==> config.mk <==
export PLATFORM = sky130hd
export DESIGN_NAME = speakerphone_serial_control_port
export DESIGN_NICKNAME = d
export VERILOG_FILES = /design/src/verilog/spkr_ctrl_pkg.sv /design/src/verilog/spkr_pin_sync.sv /design/src/verilog/spkr_mode_fsm.sv /design/src/verilog/speakerphone_serial_control_port.sv
export SDC_FILE = /design/constraint.sdc
export NUM_CORES = 1
export LEC_CHECK = 0
export BUFFER_PORTS_ARGS = -buffer_cell sky130_fd_sc_hd__buf_2
export CORE_MARGIN = 5
export CORE_UTILIZATION = 45
export DETAILED_ROUTE_END_ITERATION = 8
export PLACE_DENSITY = 0.66
export SLEW_MARGIN = 20
export SYNTH_ARGS = -nofsm -noshare
export SYNTH_HDL_FRONTEND = slang
export SYNTH_SLANG_ARGS = --single-unit
export TNS_END_PERCENT = 10
==> constraint.sdc <==
create_clock -name ref_clk -period 3.4 [get_ports ref_clk]
set_clock_uncertainty 0.1 [all_clocks]
set_input_delay 0.68 -clock ref_clk [delete_from_list [all_inputs] [get_ports ref_clk]]
set_output_delay 0.68 -clock ref_clk [all_outputs]
set_load 0.01 [all_outputs]
==> src/verilog/spkr_ctrl_pkg.sv <==
/*
 * constants, types and field layout for the speakerphone serial control
 * port and its mode-decision logic.
 * assumes a single core clock, ref_clk, at 250 MHz; serial lines async.
 */
package spkr_ctrl_pkg;

  // ***********************************************************
  // word layout
  // ***********************************************************
  localparam int unsigned WORD_W   = 8;
  localparam int unsigned VOL_LSB  = 0;
  localparam int unsigned VOL_W    = 4;
  localparam int unsigned MUTE_BIT = 4;
  localparam int unsigned RANGE_BIT = 5;
  localparam int unsigned MODE_LSB = 6;
  localparam int unsigned MODE_W   = 2;
  localparam logic [WORD_W-1:0] WORD_RST = 8'h00;
  localparam logic [3:0]  CNT_W1   = 4'h8;

  // ***********************************************************
  // modes
  // ***********************************************************
  typedef enum logic [1:0] {
    SEL_AUTO = 2'h0,
    SEL_RX   = 2'h1,
    SEL_IDLE = 2'h2,
    SEL_TX   = 2'h3
  } mode_sel_e;

  // gray along idle -> receive -> transmit
  typedef enum logic [1:0] {
    ST_IDLE = 2'h0,
    ST_RX   = 2'h1,
    ST_TX   = 2'h3
  } path_e;

endpackage : spkr_ctrl_pkg

==> src/verilog/spkr_pin_sync.sv <==
/*
 * three-flop synchroniser for one asynchronous pin.
 * assumes reset value given; output level takes stage 3 only when stages 2 and 3 agree.
 */
module spkr_pin_sync #(
  parameter logic RST_VAL = 1'b0
) (
  input  wire logic ref_clk,
  input  wire logic resetn,
  input  wire logic pin,
  output logic      level,
  output logic      rise,
  output logic      fall
);
  typedef struct packed {
    logic s1;
    logic s2;
    logic s3;
    logic lvl;
  } sync_s;

  sync_s r_q;
  sync_s r_d;

  // stage chain; level moves only once stages 2 and 3 agree
  always_comb begin
    r_d     = r_q;
    r_d.s1  = pin;
    r_d.s2  = r_q.s1;
    r_d.s3  = r_q.s2;
    if (r_q.s2 == r_q.s3) begin
      r_d.lvl = r_q.s3;
    end
  end

  always_ff @(posedge ref_clk or negedge resetn) begin
    if (!resetn) begin
      r_q <= '{RST_VAL, RST_VAL, RST_VAL, RST_VAL};
    end else begin
      r_q <= r_d;
    end
  end

  assign level = r_q.lvl;
  assign rise  = r_d.lvl & ~r_q.lvl;
  assign fall  = ~r_d.lvl & r_q.lvl;
endmodule // spkr_pin_sync

==> src/verilog/spkr_mode_fsm.sv <==
/*
 * automatic voice switching path decision plus forced-mode override.
 * assumes comparator and monitor flags already synchronised to ref_clk.
 */
module spkr_mode_fsm
  import spkr_ctrl_pkg::*;
(
  input  wire logic                ref_clk,
  input  wire logic                resetn,
  input  wire logic                clear,
  input  wire spkr_ctrl_pkg::mode_sel_e mode_sel,
  input  wire logic                rx_stronger,
  input  wire logic                tx_speech,
  input  wire logic                rx_speech,
  input  wire logic                dial_tone,
  output spkr_ctrl_pkg::path_e     path
);
  import spkr_ctrl_pkg::*;

  typedef struct packed {
    path_e st;
  } fsm_s;

  fsm_s r_q;
  fsm_s r_d;
  logic rx_speech_eff;

  // dial tone masks the receive noise monitor while receiving
  assign rx_speech_eff = rx_speech |
                         (dial_tone & (r_q.st == ST_RX));

  // automatic decision, overridden by forced modes
  always_comb begin
    r_d = r_q;
    case (mode_sel)
      SEL_AUTO: begin
        if (!tx_speech && !rx_speech_eff) begin
          r_d.st = ST_IDLE;
        end else if (rx_stronger) begin
          r_d.st = ST_RX;
        end else begin
          r_d.st = ST_TX;
        end
      end
      SEL_RX:   r_d.st = ST_RX;
      SEL_IDLE: r_d.st = ST_IDLE;
      SEL_TX:   r_d.st = ST_TX;
      default:  r_d.st = ST_IDLE;
    endcase
    if (clear) begin
      r_d.st = ST_IDLE;
    end
  end

  always_ff @(posedge ref_clk or negedge resetn) begin
    if (!resetn) begin
      r_q <= '{ST_IDLE};
    end else begin
      r_q <= r_d;
    end
  end

  assign path = r_q.st;
endmodule // spkr_mode_fsm

==> src/verilog/speakerphone_serial_control_port.sv <==
/*
 * serial control port: shift register, holding word, field decode and
 * path decision for a voice-switched speakerphone.
 * assumes serial clock, data, strobe and disable are asynchronous pins
 * sampled by ref_clk; comparator flags arrive as asynchronous levels.
 */
module speakerphone_serial_control_port
  import spkr_ctrl_pkg::*;
(
  input  wire logic                        ref_clk,
  input  wire logic                        resetn,
  input  wire logic                        ser_clk,
  input  wire logic                        ser_data,
  input  wire logic                        latch_strobe_n,
  input  wire logic                        power_down_pin,
  input  wire logic                        rx_stronger,
  input  wire logic                        tx_speech,
  input  wire logic                        rx_speech,
  input  wire logic                        dial_tone,
  output logic [spkr_ctrl_pkg::WORD_W-1:0] control_word,
  output logic [spkr_ctrl_pkg::VOL_W-1:0]  rx_volume,
  output logic                             mic_mute_bit,
  output logic                             range_select_bit,
  output spkr_ctrl_pkg::path_e             path
);
  import spkr_ctrl_pkg::*;

  // ***********************************************************
  // pin sampling
  // ***********************************************************
  logic sck_rise;
  logic strobe_lvl;
  logic strobe_rise;
  logic data_lvl;
  logic dis_lvl;
  logic dis_fall;
  logic rxs_lvl;
  logic txs_lvl;
  logic rxsp_lvl;
  logic dt_lvl;

  spkr_pin_sync #(.RST_VAL(1'b0)) u_sck (
    .ref_clk (ref_clk), .resetn (resetn), .pin (ser_clk),
    .level (), .rise (sck_rise), .fall ()
  );
  spkr_pin_sync #(.RST_VAL(1'b0)) u_sda (
    .ref_clk (ref_clk), .resetn (resetn), .pin (ser_data),
    .level (data_lvl), .rise (), .fall ()
  );
  spkr_pin_sync #(.RST_VAL(1'b1)) u_stb (
    .ref_clk (ref_clk), .resetn (resetn), .pin (latch_strobe_n),
    .level (strobe_lvl), .rise (strobe_rise), .fall ()
  );
  spkr_pin_sync #(.RST_VAL(1'b0)) u_dis (
    .ref_clk (ref_clk), .resetn (resetn), .pin (power_down_pin),
    .level (dis_lvl), .rise (), .fall (dis_fall)
  );
  spkr_pin_sync #(.RST_VAL(1'b0)) u_rxs (
    .ref_clk (ref_clk), .resetn (resetn), .pin (rx_stronger),
    .level (rxs_lvl), .rise (), .fall ()
  );
  spkr_pin_sync #(.RST_VAL(1'b0)) u_txs (
    .ref_clk (ref_clk), .resetn (resetn), .pin (tx_speech),
    .level (txs_lvl), .rise (), .fall ()
  );
  spkr_pin_sync #(.RST_VAL(1'b0)) u_rxsp (
    .ref_clk (ref_clk), .resetn (resetn), .pin (rx_speech),
    .level (rxsp_lvl), .rise (), .fall ()
  );
  spkr_pin_sync #(.RST_VAL(1'b0)) u_dt (
    .ref_clk (ref_clk), .resetn (resetn), .pin (dial_tone),
    .level (dt_lvl), .rise (), .fall ()
  );

  // ***********************************************************
  // shift and holding registers
  // ***********************************************************
  typedef struct packed {
    logic [WORD_W-1:0] shift;
    logic [WORD_W-1:0] hold;
  } port_s;

  port_s r_q;
  port_s r_d;

  // bits shift in on each serial clock rise and the holding word takes the
  // shifter on strobe rise, both only while disable is low; no address or framing is checked
  always_comb begin
    r_d = r_q;
    if (sck_rise && !dis_lvl) begin
      r_d.shift = {r_q.shift[WORD_W-2:0], data_lvl};
    end
    if (strobe_rise && !dis_lvl) begin
      r_d.hold = r_q.shift;
    end
    if (dis_fall) begin
      r_d.hold = WORD_RST;
    end
  end

  // asynchronous clear from power-on reset
  always_ff @(posedge ref_clk or negedge resetn) begin
    if (!resetn) begin
      r_q <= '{WORD_RST, WORD_RST};
    end else begin
      r_q <= r_d;
    end
  end

  // ***********************************************************
  // mode decision
  // ***********************************************************
  mode_sel_e mode_sel;
  assign mode_sel = mode_sel_e'(r_q.hold[MODE_LSB +: MODE_W]);

  spkr_mode_fsm u_fsm (
    .ref_clk     (ref_clk),
    .resetn      (resetn),
    .clear       (dis_lvl),
    .mode_sel    (mode_sel),
    .rx_stronger (rxs_lvl),
    .tx_speech   (txs_lvl),
    .rx_speech   (rxsp_lvl),
    .dial_tone   (dt_lvl),
    .path        (path)
  );

  // ***********************************************************
  // field outputs
  // ***********************************************************
  assign control_word     = r_q.hold;
  assign mic_mute_bit     = r_q.hold[MUTE_BIT];
  assign range_select_bit = r_q.hold[RANGE_BIT];
  // volume passes only in receive; otherwise lowest code is neutral
  assign rx_volume = (path == ST_RX) ?
                     r_q.hold[VOL_LSB +: VOL_W] : '0;
endmodule // speakerphone_serial_control_port

==> key figures, run 1 <==
Run status
  – Status: finished clean

Route
  – Initial drt markers: 47
  – DR pass1 iterations: 4
  – WL/cell: around 13 um
  – DRC: 0
  – Routed wire length: 2260 um
  – Via count: 800
  – Vias per cell: 4.65
  – Detail Route Antenna Nets: 0

Setup path
  – Worst Path Required: ~2600 ps
  – Startpoint types: flop
  – Critical path endpoint category: output port
  – CP arrival: around 1200 ps
  – Worst-path fanout max: 4
  – Setup CP Type: reg2out
  – Register-to-Register Path Depth: 2
  – R2R Setup Slk: ~1800 ps
  – Reg2reg end: r_q[11]
  – R2r startpoint: u_dis.level

Floorplan
  – Die X: approximately 71 um
  – Initial Utilization: between 40 and 50%
  – Ports: 26
  – Die H: 71.4 um
  – Row count: 22
  – Core area: approximately 3700 um^2
  – Die Area: approximately 5100 um^2

Logic synthesis
  – Syn avg cell area: ~17 um^2
  – Synth async-reset ratio: 100%
  – Syn Inst Count: just over 100
  – Syn_nets: between 100 and 150
  – Top_reg_cell synth: dfrtp_1
  – Top cell type's share of synthesized area: about two thirds
  – Yosys top cell by area: dfrtp_1
  – Post-synthesis sequential area ratio: approximately 74%
  – Synthesized area: around 1700 um^2
  – Post-synth EDFFs: 0
  – Top-count cell post-synth: dfrtp_1
  – Yosys cell types: 18
  – Yosys warnings: 0
  – Synth top area cells: dfrtp_1, dfstp_2, mux2_2
  – Post-synth top cells: dfrtp_1, a22o_1, buf_4, mux2_2, maj3_1
  – #FFs+latches synth: 50

STA
  – WHS: ~260 ps
  – Worst setup margin: around 1400 ps
  – Final min period: a little under 2000 ps
  – Setup TNS Final: 0 ps
  – Final Hold Viols: 0
  – Max-slew violations: 0
  – Peak Freq: approximately 510 MHz
  – Rel. slew slack: roughly three fifths
  – RSZ-0062 raised after global routing: no
  – Slew at the pin with the worst max-slew slack: 588 ps
  – Final setup fails: 0
  – Period utilisation layout: approximately 58%

Power
  – Total Power: between 1 and 1.5 mW
  – Static leakage: 0.904 nW
  – P per Cell Area: roughly 630 nW/um^2
  – Peak supply drop: ~0.30 mV

Global routing
  – Global-route wire length before repair: 4080 um
  – Number of global-route vias before repair: roughly 860
  – Total gr overflow: 0
  – Tot GR Track Use: between 10% and 20%
  – Antenna violations before repair: 0
  – Largest net degree at the start of global routing: 51

Final layout
  – Layout Cells excl Fill: 172
  – Synth-to-layout area growth: 11.5%
  – Nets: 133
  – Ant. Diodes: 0
  – Post-route cell area: roughly 1900 um^2
  – Util after Layout: around half
  – Layout cells sized above 1: ~37%

Clock tree
  – Hold-fix buffers at CTS: 0
  – CTS clk-pin slew, worst paths: roughly 90 ps
  – Clock Path Buffers: 2
  – Post-CTS setup repair buffer count: 0
  – CTS resizes: 0
  – Total CTS buffers: 5
  – CTS root buf: clkbuf_8
  – TritonCTS Sinks: 50
  – Htree depth: 2
  – CTS tree: done
  – Worst skew pair latency: 300 ps

Hold path
  – HP Start: u_sda.r_d[2]
  – HP Class: reg2reg
  – Hold Path Depth: 0
  – Hold EP: u_sda.r_d[1]

Placed design
  – DP Area: 1800 um^2
  – Buffers on Ports: 25
  – DP HPWL: around 1500 um
  – Placer Congestion: approximately 0.71
  – Placed insts: 164
  – Worst slack, placed: ~1700 ps

Run
  – Max-Cap Viols: 0
## how the worst max path moves through the flow
stage                       start         endpoint  slack, ps  cells past startpoint
floorplan           u_fsm.path[0]     rx_volume[0]       1870                      2
global placement           resetn  control_word[2]       1740                      1
detailed placement         resetn  control_word[2]       1680                      1
CTS                 u_fsm.path[1]     rx_volume[1]       1380                      3
global route        u_fsm.path[0]     rx_volume[1]       1310                      3
finish              u_fsm.path[1]     rx_volume[1]       1430                      3
## cell usage in the layout, fill, tap and decap left out, types with 2 or more instances in the layout
cell,instances
dfstp_2,4
and4bb_1,2
mux2_2,8
and2_1,4
clkbuf_8,5
dfrtp_1,46
a22o_1,8
a21oi_1,2
buf_2,24
nor2_1,3
maj3_1,7
## power breakdown
| group | internal (mW) | switching (mW) | leakage, nW | total, mW |
|---|---|---|---|---|
| logic | 0.0757 | 0.0644 | 0.252 | 0.140 |
| clock network | 0.144 | 0.184 | 0.0441 | 0.329 |
| registers | 0.671 | 0.0503 | 0.608 | 0.721 |
| total | 0.891 | 0.299 | 0.904 | 1.19 |
## cell families (layout without fill, tap and decap cells)
| kind of cell | count (synthesis) | count (layout) | share of synthesized area [%] |
|---|---|---|---|
| flip-flops | 50 | 50 | 74.0 |
| buffers and inverters | 11 | 34 | 5.09 |
| AO/OA/AOI/OAI | 13 | 13 | 6.71 |
| AND/OR/NAND/NOR | 12 | 12 | 4.72 |
| multiplexers | 8 | 8 | 5.31 |
| adder cells (fa/ha/maj) | 7 | 7 | 4.13 |
## critical path, cell delays in order, from the launching register on
cell and delay, ps:
dfrtp_1 390, nor2b_1 220, and2_1 150, buf_2 120
## layer usage
layer  part of all wire, %  vias to the layer above  track usage, %
li1                      -                      384               -
met1                    45                      393            13.7
met2                    46                       17            15.2
met3                   6.6                        6            4.77
met4                   2.3                        0            5.64
met5                     0                        -               0
## layout make-up
type                    instances  area [um^2]
fillers                       334         1770
flip-flops and latches         50         1260
multi-input cells              40          354
repair buffers                 25          128
clock buffers                   5         68.8
well taps                      48         60.1
clock inverters                 3         21.3
inverters                       1         3.75
No activity file was read; power rests on OpenSTA's default activity.
==> inputs of run 2 (changes only) <==
- ABC_AREA: unset -> 1
- PLACE_DENSITY: 0.66 -> 0.65
- clock period: 3.4 -> 2 ns (I/O delays scaled with it)
==> run 2 against run 1 <==
  * Critical path depth increased by 1
  * Final cell count increased by 21%
  * Sequential cell count unchanged
  * Utilization increased by 2.1 points
  * Sequential share of layout area decreased by 3.5 points
  * Non-clock buffer count increased by 1
  * Worst setup slack got worse by 1000 ps
  * First-iteration DRC count decreased by 13%
  * Global-route usage increased by 0.30 points
==> key figures, run 2 <==
Run
  – Max-Cap Viols: 0

Clock tree
  – CTS tree: done
  – Clock Path Buffers: 2
  – CTS resizes: 0
  – CTS root buf: clkbuf_8
  – Post-CTS setup repair buffer count: 0
  – Hold-fix buffers at CTS: 0
  – CTS clk-pin slew, worst paths: roughly 80 ps
  – TritonCTS Sinks: 50
  – Total CTS buffers: 5
  – Htree depth: 2
  – Worst skew pair latency: a little under 300 ps

Setup path
  – Setup CP Type: reg2out
  – R2R Setup Slk: between 600 and 700 ps
  – Startpoint types: flop
  – Worst-path fanout max: 4
  – Critical path endpoint category: output port
  – CP arrival: between 1000 and 1500 ps
  – Register-to-Register Path Depth: 5
  – Worst Path Required: 1500 ps

STA
  – Peak Freq: 632 MHz
  – RSZ-0062 raised after global routing: no
  – Final Hold Viols: 0
  – Final setup fails: 0
  – Max-slew violations: 0
  – Slew at the pin with the worst max-slew slack: just under 600 ps
  – Setup TNS Final: 0 ps
  – WHS: 83.4 ps
  – Period utilisation layout: 79.2%
  – Final min period: ~1600 ps
  – Worst setup margin: 417 ps
  – Rel. slew slack: 60.6%

Placed design
  – Placed insts: 200
  – Worst slack, placed: roughly 620 ps
  – DP HPWL: 1770 um
  – Buffers on Ports: 25
  – Placer Congestion: about 0.76
  – DP Area: between 1500 and 2000 um^2

Logic synthesis
  – Yosys warnings: 0
  – Post-synth top cells: dfrtp_1, nand2_1, inv_1
  – #FFs+latches synth: 50
  – Syn_nets: 146
  – Post-synthesis sequential area ratio: just over 70%
  – Top-count cell post-synth: dfrtp_1
  – Yosys cell types: 16
  – Post-synth EDFFs: 0
  – Syn avg cell area: 12.8 um^2
  – Yosys top cell by area: dfrtp_1
  – Top_reg_cell synth: dfrtp_1
  – Synth async-reset ratio: between 90% and 100%
  – Synth top area cells: dfrtp_1, dfstp_2, nand2_1
  – Syn Inst Count: 136
  – Top cell type's share of synthesized area: between 60 and 70%
  – Synthesized area: 1750 um^2

Global routing
  – Antenna violations before repair: 0
  – Total gr overflow: 0
  – Tot GR Track Use: between 10% and 20%
  – Largest net degree at the start of global routing: slightly above 50
  – Number of global-route vias before repair: roughly 910
  – Global-route wire length before repair: 4310 um

Route
  – Detail Route Antenna Nets: 0
  – Initial drt markers: about 40
  – Via count: approximately 960
  – DR pass1 iterations: 4
  – DRC: 0
  – WL/cell: approximately 12 um
  – Routed wire length: between 2000 and 2500 um
  – Vias per cell: 4.60

Final layout
  – Ant. Diodes: 0
  – Commonest cells after routing, fill and taps aside: dfrtp_1, buf_2, nand2_1
  – Nets: 169
  – Layout cells sized above 1: a little under a third
  – Post-route cell area: 2000 um^2
  – Most common cell after layout, fill and taps aside: dfrtp_1
  – Synth-to-layout area growth: 14.5%
  – Layout Cells excl Fill: 208
  – Util after Layout: between 50 and 60%

Floorplan
  – Die X: a little over 70 um
  – Core area: between 3000 and 4000 um^2
  – Die Area: between 5000 and 6000 um^2
  – Ports: 26
  – Initial Utilization: a little under half
  – Die H: roughly 72 um
  – Row count: 22

Hold path
  – HP Class: in2async

Power
  – Total Power: 2.26 mW
  – Static leakage: just under 1 nW
  – Peak supply drop: around 0.45 mV
  – P per Cell Area: roughly 1100 nW/um^2

Run status
  – Status: finished clean
-- run 2: final timing paths --
kind                                startpoint              end
worst max-delay path             u_fsm.path[1]     rx_volume[2]
worst min-delay path                    resetn      u_rxs.level
worst max register to register    u_stb.r_d[1]  control_word[3]
worst min register to register    u_dis.r_d[2]     u_dis.r_d[1]
max in group asynchronous               resetn     u_sda.r_q[1]
min in group ref_clk            latch_strobe_n     u_stb.r_d[2]
-- run 2: logic make-up (layout without fill, tap and decap cells) --
logic type,after synthesis,count (layout),share of synthesized area (%)
and+or+nand+nor,36,36,9.18
DFF,50,50,72.0
adders and majority gates,6,6,3.44
AOI/OAI and AO/OA,18,18,7.24
buffers and inverters,26,50,8.17
-- run 2: power by group --
part	total, mW	leakage (nW)	internal, mW	switching [mW]
clock	0.840	0.0714	0.533	0.307
sequential	1.17	0.610	1.12	0.0547
combinational	0.241	0.285	0.0897	0.152
-- run 2: cell type report --
cell class,count,area [um^2]
tap,48,60.1
clock buffer,6,82.6
inverter,16,60.1
sequential,50,1260
multi-input combinational,60,347
clock inverter,2,60.1
timing repair buffer,26,133
fill,330,1720
-- run 2: critical path, stage by stage, from the launching register on --
cell	delay, ps
dfrtp_1	380
inv_1	70
nand2_1	100
nor2_1	110
buf_2	140
-- run 2: routing by layer --
metal	vias up	wire [um]	global-route usage [%]
li1	473	-	-
met1	450	1140	14.5
met2	30	1130	16.1
met3	3	174	4.57
met4	0	38	4.38
met5	-	0	0
==> inputs of run 3 (changes only) <==
- ABC_AREA: 1 -> 0
- PLACE_DENSITY: 0.65 -> 0.66
- clock period: 2 -> 1.6 ns (I/O delays scaled with it)
==> run 3 against run 2 <==
  * Utilization shrank 0.52 points
  * Highest routed layer unchanged
  * Critical path type unchanged
  * Clock power shrank 13%
  * Total power grew 14%
  * Worst setup slack lost 340 ps
  * Routed wire length shrank 5.3%
  * Register-to-register slack lost 480 ps
  * Largest power group unchanged
==> key figures, run 3 (same netlist as run 1, synthesis figures left out) <==
Setup path
  – R2r startpoint: u_stb.r_d[1]
  – Worst Path Required: roughly 1200 ps
  – CP arrival: approximately 1100 ps
  – Critical path endpoint category: output port
  – Startpoint types: flop
  – Setup CP Type: reg2out
  – Crit path from: u_fsm.path[0]
  – Worst-path fanout max: 4

Clock tree
  – TritonCTS Sinks: 50
  – CTS tree: done
  – Clock Path Buffers: 2
  – Post-CTS setup repair buffer count: 0
  – Htree depth: 2
  – CTS root buf: clkbuf_8
  – Worst skew pair latency: 300 ps
  – CTS clk-pin slew, worst paths: 80 ps
  – Total CTS buffers: 5

Final layout
  – Final-layout fill cell count: around 320
  – Layout cells sized above 1: 39.1%
  – Ant. Diodes: 0
  – Nets: roughly 140
  – Layout Cells excl Fill: approximately 180
  – Commonest cells after routing, fill and taps aside: dfrtp_1, buf_2, a22o_1, mux2_2, maj3_1
  – Most common cell after layout, fill and taps aside: dfrtp_1
  – Synth-to-layout area growth: 14.9%

Route
  – Initial drt markers: 46
  – WL/cell: roughly 13 um
  – Via count: slightly above 800
  – DRC: 0
  – Vias per cell: between 4 and 5
  – Detail Route Antenna Nets: 0
  – DR pass1 iterations: 4
  – Routed wire length: 2360 um

Floorplan
  – Row count: 22
  – Die Area: ~5100 um^2
  – Die H: 71.4 um
  – Die X: between 70 and 80 um
  – Core area: 3660 um^2
  – Initial Utilization: between 40 and 50%
  – Ports: 26

Run
  – Max-Cap Viols: 0

Global routing
  – Number of global-route vias before repair: 906
  – Global-route wire length before repair: around 4300 um
  – Antenna violations before repair: 0
  – Largest net degree at the start of global routing: 51
  – Total gr overflow: 0
  – Tot GR Track Use: 11.1%

Power
  – Static leakage: between 0.9 and 1 nW
  – Sw Ratio: between 20% and 30%
  – Peak supply drop: about 0.63 mV
  – P per Cell Area: between 1000 and 1500 nW/um^2
  – Internal power: approximately 2.0 mW
  – Total Power: around 2.6 mW
  – Switch Pwr: around 0.63 mW
  – Comb pwr share: between 10% and 20%
  – Clk pwr share: between 20% and 30%
  – Sequential power share: roughly three fifths

Placed design
  – Placer Congestion: 0.706
  – Worst slack, placed: about 22 ps
  – Buffers on Ports: 25
  – Placed insts: roughly 170
  – DP HPWL: around 1600 um

STA
  – Max-slew violations: 0
  – Setup TNS Final: 0 ps
  – Peak Freq: between 600 and 700 MHz
  – Period utilisation layout: 95.3%
  – Final setup fails: 0
  – Worst setup margin: 74.9 ps
  – RSZ-0062 raised after global routing: no
  – Final min period: about 1500 ps
  – Final Hold Viols: 0
  – Rel. slew slack: roughly 77%
  – Slew at the pin with the worst max-slew slack: between 300 and 400 ps
  – WHS: 24.9 ps

Hold path
  – HP Start: dial_tone
  – HP Class: in2reg

Run status
  – Status: finished clean
## run 3: cell type report
class | count | area (um^2) | share of cell area, %
well taps | 48 | 60.1 | 3.08
repair buffers | 29 | 173 | 8.86
clock buffers | 6 | 82.6 | 4.24
clock inverters | 2 | 12.5 | 0.642
flip-flops and latches | 50 | 1260 | 64.4
inverters | 1 | 3.75 | 0.193
multi-input cells | 40 | 362 | 18.5
## run 3: repair_timing
item / 4_1_cts / 5_1_grt
pin swaps: 0 / 0
hold buffers: 1 / 1
resized for setup: 1 / 2
hold endpoints to repair: 46 / 1
endpoints found under the setup margin: 4 / 12
## run 3: path summary, 6_finish.rpt
check	cells past startpoint	endpoint	slack [ps]
setup reg to reg	3	control_word[4]	130
setup / recovery	3	rx_volume[1]	70
min in group asynchronous	3	u_rxs.r_d[2]	430
max in group asynchronous	3	u_stb.r_d[1]	700
hold reg to reg	0	u_sck.r_d[1]	250
hold / removal	1	u_dt.r_d[2]	20
## run 3: worst max-delay path: stages, from the launching register on
cell and delay, ps:
dfrtp_1 390, nor2b_4 140, and2_1 140, buf_2 130
## run 3: metrics by stage
step           utilization [%]  area (um^2)
6_report                  53.2         1950
5_1_grt                   53.2         1950
4_1_cts                   52.8         1930
3_5_place_dp              49.9         1830
3_3_place_gp              49.9         1830
2_1_floorplan                -         1700
## run 3: routing by layer
layer	vias to the layer above	track usage, %	wire [um]
met5	-	0	0
met4	0	7.52	46
met3	6	3.79	143
met2	17	16.4	1150
met1	410	13.8	1010
li1	393	-	-
## run 3: power by group through the flow
| stage | sequential (mW) | combinational (mW) | clock [mW] |
|---|---|---|---|
| 2_1_floorplan | 1.53 | 0.231 | 0 |
| 3_3_place_gp | 1.55 | 0.306 | 0 |
| 3_5_place_dp | 1.56 | 0.315 | 0 |
| 4_1_cts | 1.53 | 0.320 | 0.756 |
| 5_1_grt | 1.56 | 0.351 | 0.809 |
| 6_report | 1.53 | 0.316 | 0.728 |
